<file path="config.mk">
export PLATFORM = sky130hd
export DESIGN_NAME = pcgu_top
export DESIGN_NICKNAME = d
export VERILOG_FILES = /design/src/pcgu_clkdiv.v /design/src/pcgu_lockdet.v /design/src/pcgu_top.v
export VERILOG_INCLUDE_DIRS = /design/src /design/src/src
export SDC_FILE = /design/constraint.sdc
export NUM_CORES = 1
export LEC_CHECK = 0
export ABC_CLOCK_PERIOD_IN_PS = 2500
export CORE_UTILIZATION = 50
export CTS_CLUSTER_SIZE = 28
export DETAILED_ROUTE_END_ITERATION = 8
export DONT_BUFFER_PORTS = 1
export GPL_ROUTABILITY_DRIVEN = 0
export PLACE_DENSITY = 0.69
export SLEW_MARGIN = 20
export SYNTH_ARGS = -nofsm -noshare
export SYNTH_HDL_FRONTEND = slang
export SYNTH_SLANG_ARGS = --single-unit
</file>
<file path="constraint.sdc">
create_clock -name ref_clk -period 2.5 [get_ports ref_clk]
set_input_delay 0.375 -clock ref_clk [delete_from_list [all_inputs] [get_ports ref_clk]]
set_output_delay 0.375 -clock ref_clk [all_outputs]
set_load 0.02 [all_outputs]
</file>
<file path="src/pcgu_map.vh">
// register map, field positions, reset values and timing counts of the loop clock unit
`ifndef PCGU_MAP_VH
`define PCGU_MAP_VH

// ==========================================================
// register offsets
`define PCGU_SYNTH_ADDR      8'h00
`define PCGU_REFERENCE_DIVIDER_ADDR     8'h01
`define PCGU_POST_DIVIDER_ADDR    8'h02
`define PCGU_CLKSEL_ADDR     8'h03
`define PCGU_IRQCTL_ADDR     8'h04
`define PCGU_STATUS_ADDR     8'h05
`define PCGU_OSC_ADDR        8'h06
`define PCGU_TEST_ADDR       8'h07

// ==========================================================
// field positions
`define PCGU_SYN_MSB         5
`define PCGU_VCO_RANGE_LSB   6
`define PCGU_REFERENCE_DIVIDER_MSB      3
`define PCGU_REF_RANGE_LSB   6
`define PCGU_POST_MSB        4
`define PCGU_SELECT_BIT      7
`define PCGU_LOCK_CHANGE_IRQ_ENABLE_BIT      4
`define PCGU_OSC_STATUS_IRQ_ENABLE_BIT       3
`define PCGU_LOCK_BIT        3
`define PCGU_EXTERNAL_OSC_ENABLE_BIT        7
`define PCGU_CORE_LOW_BIT    5
`define PCGU_FLASH_LOW_BIT   4
`define PCGU_IO_LOW_BIT      3
`define PCGU_CLKOUT_BIT      0

// ==========================================================
// reset values
`define PCGU_SYN_RST         6'h1F
`define PCGU_VCO_RANGE_RST   2'h1
`define PCGU_REF_RANGE_RST   2'h0
`define PCGU_REFERENCE_DIVIDER_RST      4'h0
`define PCGU_POST_RST        5'h03
`define PCGU_UNLOCK_VALUE    8'hE3

// ==========================================================
// timing
`define PCGU_CLK_PERIOD_NS   25
`define PCGU_IRC_PERIOD_NS   1000
`define PCGU_TIME_SCALE      4
// scaled internal reference period over the clock period, minus one (4000 / 25 - 1)
`define PCGU_IRC_DIV         8'h9F
`define PCGU_UNLOCKED_DIV    8'h03
`define PCGU_BUS_DIV         8'h01
`define PCGU_NCO_RST         16'h6666
`define PCGU_NCO_STEP        16'h0020
`define PCGU_FB_PER_REF      2'h2
`define PCGU_LOCK_WINDOWS    3'h4
`define PCGU_UNLOCK_WINDOWS  3'h2

`endif

</file>
<file path="src/pcgu_clkdiv.v">
// tick divider: passes one of every div+1 input ticks
`timescale 1ns/1ps
module pcgu_clkdiv (
  input  wire       ref_clk,
  input  wire       rst_n,
  input  wire       restart,
  input  wire       tick_in,
  input  wire [7:0] div,
  output reg        tick_out
);

  reg [7:0] cnt;

  // ==========================================================
  // count input ticks
  always @(posedge ref_clk) begin
    if (!rst_n || restart) begin
      cnt      <= 8'h00;
      tick_out <= 1'b0;
    end else begin
      tick_out <= 1'b0;
      if (tick_in) begin
        if (cnt >= div) begin
          cnt      <= 8'h00;
          tick_out <= 1'b1;
        end else begin
          cnt <= cnt + 8'h01;
        end
      end
    end
  end

endmodule // pcgu_clkdiv

</file>
<file path="src/pcgu_lockdet.v">
// phase detector and lock detector of the loop
`include "pcgu_map.vh"
`timescale 1ns/1ps
module pcgu_lockdet (
  input  wire ref_clk,
  input  wire rst_n,
  input  wire restart,
  input  wire ref_tick,
  input  wire fb_tick,
  output reg  pd_up,
  output reg  pd_dn,
  output reg  locked
);

  reg [1:0] fb_cnt;
  reg [2:0] good_cnt;
  reg [2:0] bad_cnt;
  wire [1:0] fb_total;

  assign fb_total = (fb_cnt == 2'h3) ? 2'h3 : fb_cnt + {1'b0, fb_tick};

  // ==========================================================
  // window per reference period
  always @(posedge ref_clk) begin
    if (!rst_n || restart) begin
      fb_cnt   <= 2'h0;
      good_cnt <= 3'h0;
      bad_cnt  <= 3'h0;
      pd_up    <= 1'b0;
      pd_dn    <= 1'b0;
      locked   <= 1'b0;
    end else begin
      pd_up <= 1'b0;
      pd_dn <= 1'b0;
      if (ref_tick) begin
        fb_cnt <= 2'h0;
        pd_up <= (fb_total < `PCGU_FB_PER_REF);
        pd_dn <= (fb_total > `PCGU_FB_PER_REF);
        if (fb_total == `PCGU_FB_PER_REF) begin
          bad_cnt <= 3'h0;
          if (good_cnt != `PCGU_LOCK_WINDOWS)
            good_cnt <= good_cnt + 3'h1;
          if (good_cnt + 3'h1 >= `PCGU_LOCK_WINDOWS)
            locked <= 1'b1;
        end else begin
          good_cnt <= 3'h0;
          if (bad_cnt != `PCGU_UNLOCK_WINDOWS)
            bad_cnt <= bad_cnt + 3'h1;
          if (bad_cnt + 3'h1 >= `PCGU_UNLOCK_WINDOWS)
            locked <= 1'b0;
        end
      end else begin
        fb_cnt <= fb_total;
      end
    end
  end

endmodule // pcgu_lockdet

</file>
<file path="src/pcgu_top.v">
// loop clock generation unit: reference, vco model, dividers, lock and test register
`include "pcgu_map.vh"
`timescale 1ns/1ps
module pcgu_top (
  input  wire       ref_clk,
  input  wire       rst_n,
  input  wire [7:0] addr,
  input  wire [7:0] wr_data,
  input  wire       wr_en,
  input  wire       rd_en,
  output reg  [7:0] rd_data,
  input  wire       external_osc_clock,
  input  wire       special_mode,
  input  wire       full_performance_mode,
  input  wire       core_supply_low,
  input  wire       flash_supply_low,
  input  wire       io_supply_low,
  input  wire       periodic_clock,
  input  wire       periodic_feature_enable,
  input  wire       periodic_external_access,
  input  wire       full_stop_entry,
  output reg        periodic_clock_pin,
  output reg        vco_clock,
  output reg        pll_reference_clock,
  output wire       feedback_clock,
  output wire       loop_output_clock,
  output wire       bus_clock,
  output wire       lock_status,
  output reg        lock_change_irq,
  output reg        loop_clock_select
);

  // ==========================================================
  // control registers
  reg [5:0]  synth_multiplier;
  reg [1:0]  vco_range_select;
  reg [3:0]  reference_divider;
  reg [1:0]  reference_range_select;
  reg [4:0]  post_divider;
  reg        lock_change_irq_enable;
  reg        osc_status_irq_enable;
  reg        external_osc_enable;
  reg        periodic_clock_out_enable;
  reg        test_unlocked;
  reg        lock_prev;
  reg [15:0] nco_acc;
  reg [15:0] nco_ctl;
  reg [7:0]  next_rd_data;

  wire       internal_one_meg_osc;
  wire       osc_div_tick;
  wire       ref_tick_src;
  wire       pd_up;
  wire       pd_dn;
  wire       loop_restart;
  wire [7:0] post_div_sel;
  wire       bus_src_tick;
  wire [16:0] nco_sum;
  wire       wr_synth;
  wire       wr_reference_divider;
  wire       wr_osc;
  wire       wr_test;
  wire       core_supply_low_status;
  wire       flash_supply_low_status;
  wire       io_supply_low_status;

  // ==========================================================
  // address decode
  function hit;
    input [7:0] a;
    input [7:0] target;
    begin
      hit = (a == target);
    end
  endfunction

  assign wr_synth  = wr_en && hit(addr, `PCGU_SYNTH_ADDR);
  assign wr_reference_divider = wr_en && hit(addr, `PCGU_REFERENCE_DIVIDER_ADDR);
  assign wr_osc    = wr_en && hit(addr, `PCGU_OSC_ADDR);
  assign wr_test   = wr_en && hit(addr, `PCGU_TEST_ADDR);

  // a change of loop setting restarts lock acquisition
  assign loop_restart = wr_synth || wr_reference_divider || wr_osc;

  // ==========================================================
  // register writes
  always @(posedge ref_clk) begin
    if (!rst_n) begin
      synth_multiplier       <= `PCGU_SYN_RST;
      vco_range_select       <= `PCGU_VCO_RANGE_RST;
      reference_divider      <= `PCGU_REFERENCE_DIVIDER_RST;
      reference_range_select <= `PCGU_REF_RANGE_RST;
      post_divider           <= `PCGU_POST_RST;
      loop_clock_select      <= 1'b1;
      lock_change_irq_enable <= 1'b0;
      osc_status_irq_enable  <= 1'b0;
      external_osc_enable    <= 1'b0;
    end else begin
      if (wr_synth) begin
        synth_multiplier <= wr_data[`PCGU_SYN_MSB:0];
        vco_range_select <= wr_data[`PCGU_VCO_RANGE_LSB+1:`PCGU_VCO_RANGE_LSB];
      end
      if (wr_reference_divider) begin
        reference_divider      <= wr_data[`PCGU_REFERENCE_DIVIDER_MSB:0];
        reference_range_select <= wr_data[`PCGU_REF_RANGE_LSB+1:`PCGU_REF_RANGE_LSB];
      end
      if (wr_en && hit(addr, `PCGU_POST_DIVIDER_ADDR))
        post_divider <= wr_data[`PCGU_POST_MSB:0];
      if (full_stop_entry)
        loop_clock_select <= 1'b1;
      else if (wr_en && hit(addr, `PCGU_CLKSEL_ADDR))
        loop_clock_select <= wr_data[`PCGU_SELECT_BIT];
      if (wr_en && hit(addr, `PCGU_IRQCTL_ADDR)) begin
        lock_change_irq_enable <= wr_data[`PCGU_LOCK_CHANGE_IRQ_ENABLE_BIT];
        osc_status_irq_enable  <= wr_data[`PCGU_OSC_STATUS_IRQ_ENABLE_BIT];
      end
      if (wr_osc)
        external_osc_enable <= wr_data[`PCGU_EXTERNAL_OSC_ENABLE_BIT];
    end
  end

  // ==========================================================
  // factory test register
  always @(posedge ref_clk) begin
    if (!rst_n) begin
      test_unlocked             <= 1'b0;
      periodic_clock_out_enable <= 1'b0;
    end else if (!special_mode) begin
      test_unlocked <= 1'b0;
    end else if (wr_test) begin
      if (!test_unlocked) begin
        test_unlocked <= (wr_data == `PCGU_UNLOCK_VALUE);
      end else begin
        periodic_clock_out_enable <= wr_data[`PCGU_CLKOUT_BIT];
      end
    end
  end

  assign core_supply_low_status  = core_supply_low && full_performance_mode;
  assign flash_supply_low_status = flash_supply_low && full_performance_mode;
  assign io_supply_low_status    = io_supply_low && full_performance_mode;

  // ==========================================================
  // periodic clock output
  always @(posedge ref_clk) begin
    if (!rst_n) begin
      periodic_clock_pin <= 1'b0;
    end else begin
      periodic_clock_pin <= periodic_clock_out_enable && periodic_feature_enable &&
                            !periodic_external_access && periodic_clock;
    end
  end

  // ==========================================================
  // reference clock
  // internal one megahertz tick
  pcgu_clkdiv u_irc_div (
    .ref_clk  (ref_clk),
    .rst_n    (rst_n),
    .restart  (1'b0),
    .tick_in  (1'b1),
    .div      (`PCGU_IRC_DIV),
    .tick_out (internal_one_meg_osc)
  );

  pcgu_clkdiv u_ref_div (
    .ref_clk  (ref_clk),
    .rst_n    (rst_n),
    .restart  (loop_restart),
    .tick_in  (external_osc_clock),
    .div      ({4'h0, reference_divider}),
    .tick_out (osc_div_tick)
  );

  assign ref_tick_src        = external_osc_enable ? osc_div_tick : internal_one_meg_osc;

  // ==========================================================
  // reference tick output
  always @(posedge ref_clk) begin
    if (!rst_n) begin
      pll_reference_clock <= 1'b0;
    end else begin
      pll_reference_clock <= ref_tick_src;
    end
  end

  // ==========================================================
  // vco model: accumulator steered by correction pulses
  assign nco_sum = {1'b0, nco_acc} + {1'b0, nco_ctl};

  always @(posedge ref_clk) begin
    if (!rst_n) begin
      nco_acc   <= 16'h0000;
      nco_ctl   <= `PCGU_NCO_RST;
      vco_clock <= 1'b0;
    end else begin
      nco_acc   <= nco_sum[15:0];
      vco_clock <= nco_sum[16];
      if (pd_up && (nco_ctl <= 16'hFFFF - `PCGU_NCO_STEP))
        nco_ctl <= nco_ctl + `PCGU_NCO_STEP;
      else if (pd_dn && (nco_ctl > `PCGU_NCO_STEP))
        nco_ctl <= nco_ctl - `PCGU_NCO_STEP;
    end
  end

  // ==========================================================
  // feedback clock
  // multiplier via feedback divider
  pcgu_clkdiv u_fb_div (
    .ref_clk  (ref_clk),
    .rst_n    (rst_n),
    .restart  (loop_restart),
    .tick_in  (vco_clock),
    .div      ({2'h0, synth_multiplier}),
    .tick_out (feedback_clock)
  );

  // ==========================================================
  // phase and lock detector
  // lock decision
  pcgu_lockdet u_lockdet (
    .ref_clk  (ref_clk),
    .rst_n    (rst_n),
    .restart  (loop_restart),
    .ref_tick (ref_tick_src),
    .fb_tick  (feedback_clock),
    .pd_up    (pd_up),
    .pd_dn    (pd_dn),
    .locked   (lock_status)
  );

  // ==========================================================
  // loop output clock
  // post divider when locked
  assign post_div_sel = lock_status ? {3'h0, post_divider} : `PCGU_UNLOCKED_DIV;

  pcgu_clkdiv u_post_div (
    .ref_clk  (ref_clk),
    .rst_n    (rst_n),
    .restart  (1'b0),
    .tick_in  (vco_clock),
    .div      (post_div_sel),
    .tick_out (loop_output_clock)
  );

  // ==========================================================
  // bus clock
  // half of selected source
  assign bus_src_tick = loop_clock_select ? loop_output_clock : external_osc_clock;

  pcgu_clkdiv u_bus_div (
    .ref_clk  (ref_clk),
    .rst_n    (rst_n),
    .restart  (1'b0),
    .tick_in  (bus_src_tick),
    .div      (`PCGU_BUS_DIV),
    .tick_out (bus_clock)
  );

  // ==========================================================
  // lock change request
  always @(posedge ref_clk) begin
    if (!rst_n) begin
      lock_prev       <= 1'b0;
      lock_change_irq <= 1'b0;
    end else begin
      lock_prev <= lock_status;
      lock_change_irq <= lock_change_irq_enable && (lock_prev != lock_status);
    end
  end

  // ==========================================================
  // read data
  always @* begin
    next_rd_data = 8'h00;
    case (addr)
      `PCGU_SYNTH_ADDR:   next_rd_data = {vco_range_select, synth_multiplier};
      `PCGU_REFERENCE_DIVIDER_ADDR:  next_rd_data = {reference_range_select, 2'h0, reference_divider};
      `PCGU_POST_DIVIDER_ADDR: next_rd_data = {3'h0, post_divider};
      `PCGU_CLKSEL_ADDR:  next_rd_data[`PCGU_SELECT_BIT] = loop_clock_select;
      `PCGU_IRQCTL_ADDR: begin
        next_rd_data[`PCGU_LOCK_CHANGE_IRQ_ENABLE_BIT] = lock_change_irq_enable;
        next_rd_data[`PCGU_OSC_STATUS_IRQ_ENABLE_BIT]  = osc_status_irq_enable;
      end
      `PCGU_STATUS_ADDR:  next_rd_data[`PCGU_LOCK_BIT] = lock_status;
      `PCGU_OSC_ADDR:     next_rd_data[`PCGU_EXTERNAL_OSC_ENABLE_BIT] = external_osc_enable;
      `PCGU_TEST_ADDR: begin
        next_rd_data[`PCGU_CORE_LOW_BIT]  = core_supply_low_status;
        next_rd_data[`PCGU_FLASH_LOW_BIT] = flash_supply_low_status;
        next_rd_data[`PCGU_IO_LOW_BIT]    = io_supply_low_status;
        next_rd_data[`PCGU_CLKOUT_BIT]    = periodic_clock_out_enable;
      end
      default:            next_rd_data = 8'h00;
    endcase
  end

  always @(posedge ref_clk) begin
    if (!rst_n)
      rd_data <= 8'h00;
    else if (rd_en)
      rd_data <= next_rd_data;
    else
      rd_data <= 8'h00;
  end

endmodule // pcgu_top

</file>
# Yosys cells after proc, flatten, opt, wreduce, memory -nomap -nowiden
# Cells that the tools add are included.
# word_totals
register_bits	126
inputBits	30
elab_cells	145
# classes
addsub	11
n_lt_le_gt_ge	11
n_eq_ne	15
muxes	30
bitwise_logic	4
reduce_logical	39
# ops
operator	count
8-bit by 1-bit adder with 8-bit output, second input constant	5
8-bit by 3-bit == test with 1-bit output, second input constant	4
16-bit 2-to-1 mux	2
8-bit 2-to-1 mux	4
16-bit by 16-bit adder with 17-bit output	1
16-bit by 6-bit adder with 16-bit output, second input constant	1
8-bit by 2-bit == test with 1-bit output, second input constant	2
16-bit by 6-bit > comparator with 1-bit output, second input constant	1
16-bit <= comparator, second input constant	1
1-bit logical AND	16
16-bit by 6-bit subtractor with 16-bit output, second input constant	1
3-bit 2-to-1 mux	4
1-bit one-hot mux with 4 select lines	3
2-bit AND reduction	6
2-bit OR reduction	6
1-bit 2-to-1 mux	11
8-bit by 1-bit == test with 1-bit output, second input constant	1
8-bit == test, second input constant	1
8-bit by 1-bit greater-or-equal comparator with 1-bit output, second input constant	1
8-bit by 4-bit greater-or-equal comparator with 1-bit output	1
8-bit by 5-bit greater-or-equal comparator with 1-bit output	1
8-bit by 6-bit greater-or-equal comparator with 1-bit output	1
8-bit greater-or-equal comparator, second input constant	1
8-bit logical NOT	1
other kinds (21)	34

# Longest topological paths before layout
# logic_depth
ltp_word	6
mapped_depth	8

# Cells and area by module
# A second synthesis with hierarchy kept.
# hier_totals
hier_cells	820
area_unflattened_um2	7241.9
# by_module_without_submodules
module	instances	cells_per_inst	area_each_um2	seq_area_each_um2
pcgu_top	1	431	3490.8	1281.2
pcgu_clkdiv	5	64	624.3	180.2
pcgu_lockdet	1	69	629.4	220.2

# Least setup slack after synthesis
# Ideal clock, no wire load.
# synth_path
path_kind	register -> register
from	register nco_ctl[10]
to	register nco_acc[15]
setup_time_ns	0.116
arrival_ns	1.974
path_slack_ns	0.410
stages_incl_launch_ff	8
n_path_buf	1
synth_period_minus_slack_ns	2.090
path_cell_list	dfxtp_1 > ha_1 > clkbuf_1 > a21o_1 > a2111oi_0 > a21oi_1 > or4_1 > and3_1
# synth_between
elab_chain_len	1
# synth_rtl
item	line	text
start: declaration	pcgu_top.v:47	reg [15:0] nco_ctl;
start signal: assignment	pcgu_top.v:194	nco_ctl <= `PCGU_NCO_RST;
start signal: assignment	pcgu_top.v:200	nco_ctl <= nco_ctl + `PCGU_NCO_STEP;
start signal: assignment	pcgu_top.v:202	nco_ctl <= nco_ctl - `PCGU_NCO_STEP;
16-bit by 16-bit adder with 17-bit output	pcgu_top.v:189	assign nco_sum = {1'b0, nco_acc} + {1'b0, nco_ctl};
end signal: assignment	pcgu_top.v:197	nco_acc <= nco_sum[15:0];
end: declaration	pcgu_top.v:46	reg [15:0] nco_acc;
# No other way between the ends.
# A chain may end at the register's enable or synchronous reset.

# Worst setup path after layout
# Ends and elaborated chain as after synthesis.

==> summary.txt <==
Place
  • Number of buffers added on ports: 0
  • Detailed placement HPWL: 10.1 mm
  • Worst setup slack after placement: 0.259 ns
  • Inst Count DP: 849

Yosys
  • Post-synthesis net count: 771
  • Top cells by area, synth: dfxtp_1 38%, ha_1 8.4%, mux2i_1 5.3%, nor2_1 3.7%, nand2_1 3.4%
  • Simple-gate portion of the synthesized area: 23.0%
  • Flip-flop cell with the highest count after synthesis: dfxtp_1
  • Compound-gate portion of the synthesized area: 14.5%
  • FF+latch count, synth: 120
  • Proportion of synthesized flip-flops having asynchronous set or reset: 0%
  • Fraction of the mapped netlist area in adder cells: 8.40%
  • Largest family of logic cells by synthesized area: simple AND/OR/NAND/NOR gates
  • Cells after synthesis: 699
  • Mean area per synthesized cell: 8.95 um2
  • Fraction of synthesized area in multiplexers: 6.00%
  • Number of synthesized flops with an enable pin: 0
  • Parity-gate share of the synthesized area counting xor and xnor cells: 6.02%
  • Sequential share of the synthesized area: 38.4%
  • Number of warnings printed during yosys synthesis: 0
  • Share of the synthesized area in the top cell type: 38.4%
  • Total standard cell area after synthesis: 6250 um2
  • Leading area contributor after synthesis: dfxtp_1
  • Number of distinct library cells after synthesis: 67

Global routing
  • Maximum number of pins on one net before global-route repair: 68
  • Total routing usage reported by global routing: 23.0%
  • First-pass GRT wire length: 23.3 mm
  • Antenna violations before repair: 0
  • Number of global-route vias before repair: 4825
  • GR Overflow Total: 0

STA
  • Post-Route Setup TNS: 0 ns
  • Final cycle utilization of the critical path: 89.9%
  • Unrepaired setup endpoints after global routing: no
  • Hold_ws: 0.0294 ns
  • Number of endpoints failing setup at the final stage: 0
  • Achievable clock frequency: 445 MHz
  • Worst Skew: 0.00772 ns
  • Worst slew margin: 51.1%
  • Hold Violations, Final: 0
  • Transition time of the tightest slew-check pin: 0.727 ns
  • Pins Over Slew Limit: 0
  • Minimum clock period after layout: 2.25 ns
  • Final Worst Setup Slack: 0.253 ns

Setup path
  • Crit path cell chain: ha_1, a21o_1, a2111oi_0, a21oi_1, or4_1, and3_1
  • Reg-to-Reg End: nco_acc[15]
  • CP Data Arrival Time: 2.55 ns
  • Cell depth of the worst flop-to-flop path: 6
  • Required arrival time at the worst endpoint: 2.81 ns
  • Critical Path Sink Type: flip-flop
  • Critical-path maximum fanout: 8
  • Kind of critical path: flip-flop to flip-flop
  • Critical Path Start Type: flip-flop
  • Critical register-to-register path startpoint: nco_ctl[10]
  • Delay of the slowest critical-path stage: 0.42 ns
  • Register-to-register path setup slack: 0.25 ns
  • Crit-path slowest cell: dfxtp_1

Pwr
  • Maximum vdd drop: 490 uV
  • Lkg Pwr: 2.74 nW
  • Power per cell area: 670 nW/um2

Floorplan
  • Total Die Area: 13000 um2
  • Width of the chip: 114 um
  • Core area: 12100 um2
  • Initial Utilization: 51.6%
  • Row count: 40
  • Die extent in y: 114 um
  • Number of placed I/O pins: 47

Drt
  • Routed length per instance: 16.2 um
  • Detailed Routing Iterations Pass 1: 6
  • DR vias: 4935
  • Post-route DRC: 0
  • Violation count after the first detailed-route iteration: 431
  • Aggregate routed wire length: 14.3 mm
  • Mean number of vias per cell: 5.60
  • Remaining antenna violation count: 0

Clock tree
  • Number of buffers inserted to repair setup after CTS: 0
  • Clock tree from TritonCTS: yes
  • Buffer levels on the longest clock path: 2
  • Reg clk slew, reported paths: 0.06 ns
  • Count of hold-fix buffers inserted at cts: 0
  • Buffer cell driving the clock tree root: clkbuf_16
  • H-tree lvl count: 4
  • Number of gates given a new drive strength after cts: 0
  • Later-pin clock latency in the skew report: 0.41 ns
  • TritonCTS sink count: 120
  • Total CTS buffers: 17

Final layout
  • Post-layout nets: 772
  • Layout cell share with drive strength beyond 1: 7.71%
  • Final standard cell utilization of the core: 58.0%
  • Area added between synthesis and finish: 12.2%
  • Fill cell instance count of the final layout: 1084
  • Non-filler cells, final: 881
  • Inserted Diodes: 0

Hold path
  • Hold Path Depth: 1
  • Start point of the worst min-delay path: periodic_external_access
  • Class of the most critical hold timing path: primary input to flip-flop
  • WHS Endpoint: periodic_clock_pin

Run status
  • Run status: completed

Flow run
  • Number of maximum-capacitance constraint violations: 0
[area by class of cell]
type	instances	area, um2	area share, %
inverters	30	113	1.60
flip-flops and latches	120	2400	34.2
clock inverters	12	151	2.16
clock buffers	20	437	6.22
well taps	168	210	2.99
multi-input cells	522	3630	51.7
repair buffers	9	80.1	1.14
[synthesized netlist by cell type, types with 16 or more instances]
library cell	n
dfxtp_1	120
nor2_1	61
nand2_1	56
ha_1	42
mux2i_1	33
inv_1	30
a21oi_1	29
nor2b_1	23
o21ai_0	23
xor2_1	23
xnor2_1	20
clkbuf_1	18
nand3_1	18
and2_1	17
a211oi_1	16
[state kept, by name, indices dropped and copies added (netlist names), 5 cells and up]
| register | count |
|---|---|
| rd_data | 8 |
| u_irc_div.cnt | 8 |
| u_ref_div.cnt | 8 |
| u_fb_div.cnt | 8 |
| nco_acc | 15 |
| post_divider | 5 |
| u_post_div.cnt | 8 |
| synth_multiplier | 6 |
| nco_ctl | 11 |
| u_bus_div.cnt | 8 |
[metrics by stage]
step                cell area (um2)  power, mW
floorplan                      6250       2.26
global placement               6430       2.28
detailed placement             6430       2.29
CTS                            7020       4.74
global route                   7020       4.86
finish                         7020       4.70
[cells by family after synthesis]
| kind of cell | count (synthesis) |
|---|---|
| AND/OR/NAND/NOR | 269 |
| AO/OA/AOI/OAI | 131 |
| multiplexers | 37 |
| XOR/XNOR | 43 |
| adder cells (fa/ha/maj) | 42 |
| buffers and inverters | 57 |
| flip-flops | 120 |
[worst max path at each step]
stage / from / end / slack (ns)
6_report: nco_ctl[10] / nco_acc[15] / 0.25
5_1_grt: nco_ctl[10] / nco_acc[15] / 0.14
4_1_cts: nco_ctl[10] / nco_acc[15] / 0.26
3_5_place_dp: addr[5] / u_ref_div.cnt[0] / 0.26
3_3_place_gp: addr[5] / u_ref_div.cnt[2] / 0.28
2_1_floorplan: nco_ctl[10] / nco_acc[15] / 0.41
[worst max-delay path: cells and delay by family (launching register included)]
| kind | cells | cell delay (ns) |
|---|---|---|
| flops | 1 | 0.42 |
| compound gates | 3 | 0.78 |
| fa+ha+maj | 1 | 0.35 |
| simple gates | 2 | 0.59 |
[cells in the final DEF (no fill, tap or decap), types with 5 or more instances in the layout]
cell,Yosys,routed
a31oi_1,5,5
nor2b_1,23,23
nor3b_1,5,5
a211oi_1,16,16
o21ai_0,23,23
nand2_1,56,56
xor2_1,23,23
dfxtp_1,120,120
nor4_1,7,7
xnor2_1,20,20
inv_1,30,30
nand4b_1,5,5
and3_1,11,11
mux2i_1,33,33
nor3_1,15,15
nand2b_1,13,13
buf_4,1,8
nand3_1,18,18
nand4_1,9,9
o211ai_1,9,9
a21oi_1,29,29
and2_1,17,17
clkbuf_16,0,17
ha_1,42,42
nor2_1,61,61
a21o_1,5,5
[layer usage]
layer	up-vias	GRT usage (%)	share of wire, %
met3	18	6.27	5.4
met1	2313	27.2	44
met5	-	0	0
met2	111	40.0	49
met4	0	8.57	1.3
li1	2493	-	-
[report_power, final]
part / internal (mW) / leakage (nW) / switching [mW]
registers: 1.96 / 0.972 / 0.0366
logic: 0.129 / 1.48 / 0.134
clock network: 1.56 / 0.284 / 0.881
(Power assumes the default switching activity.)
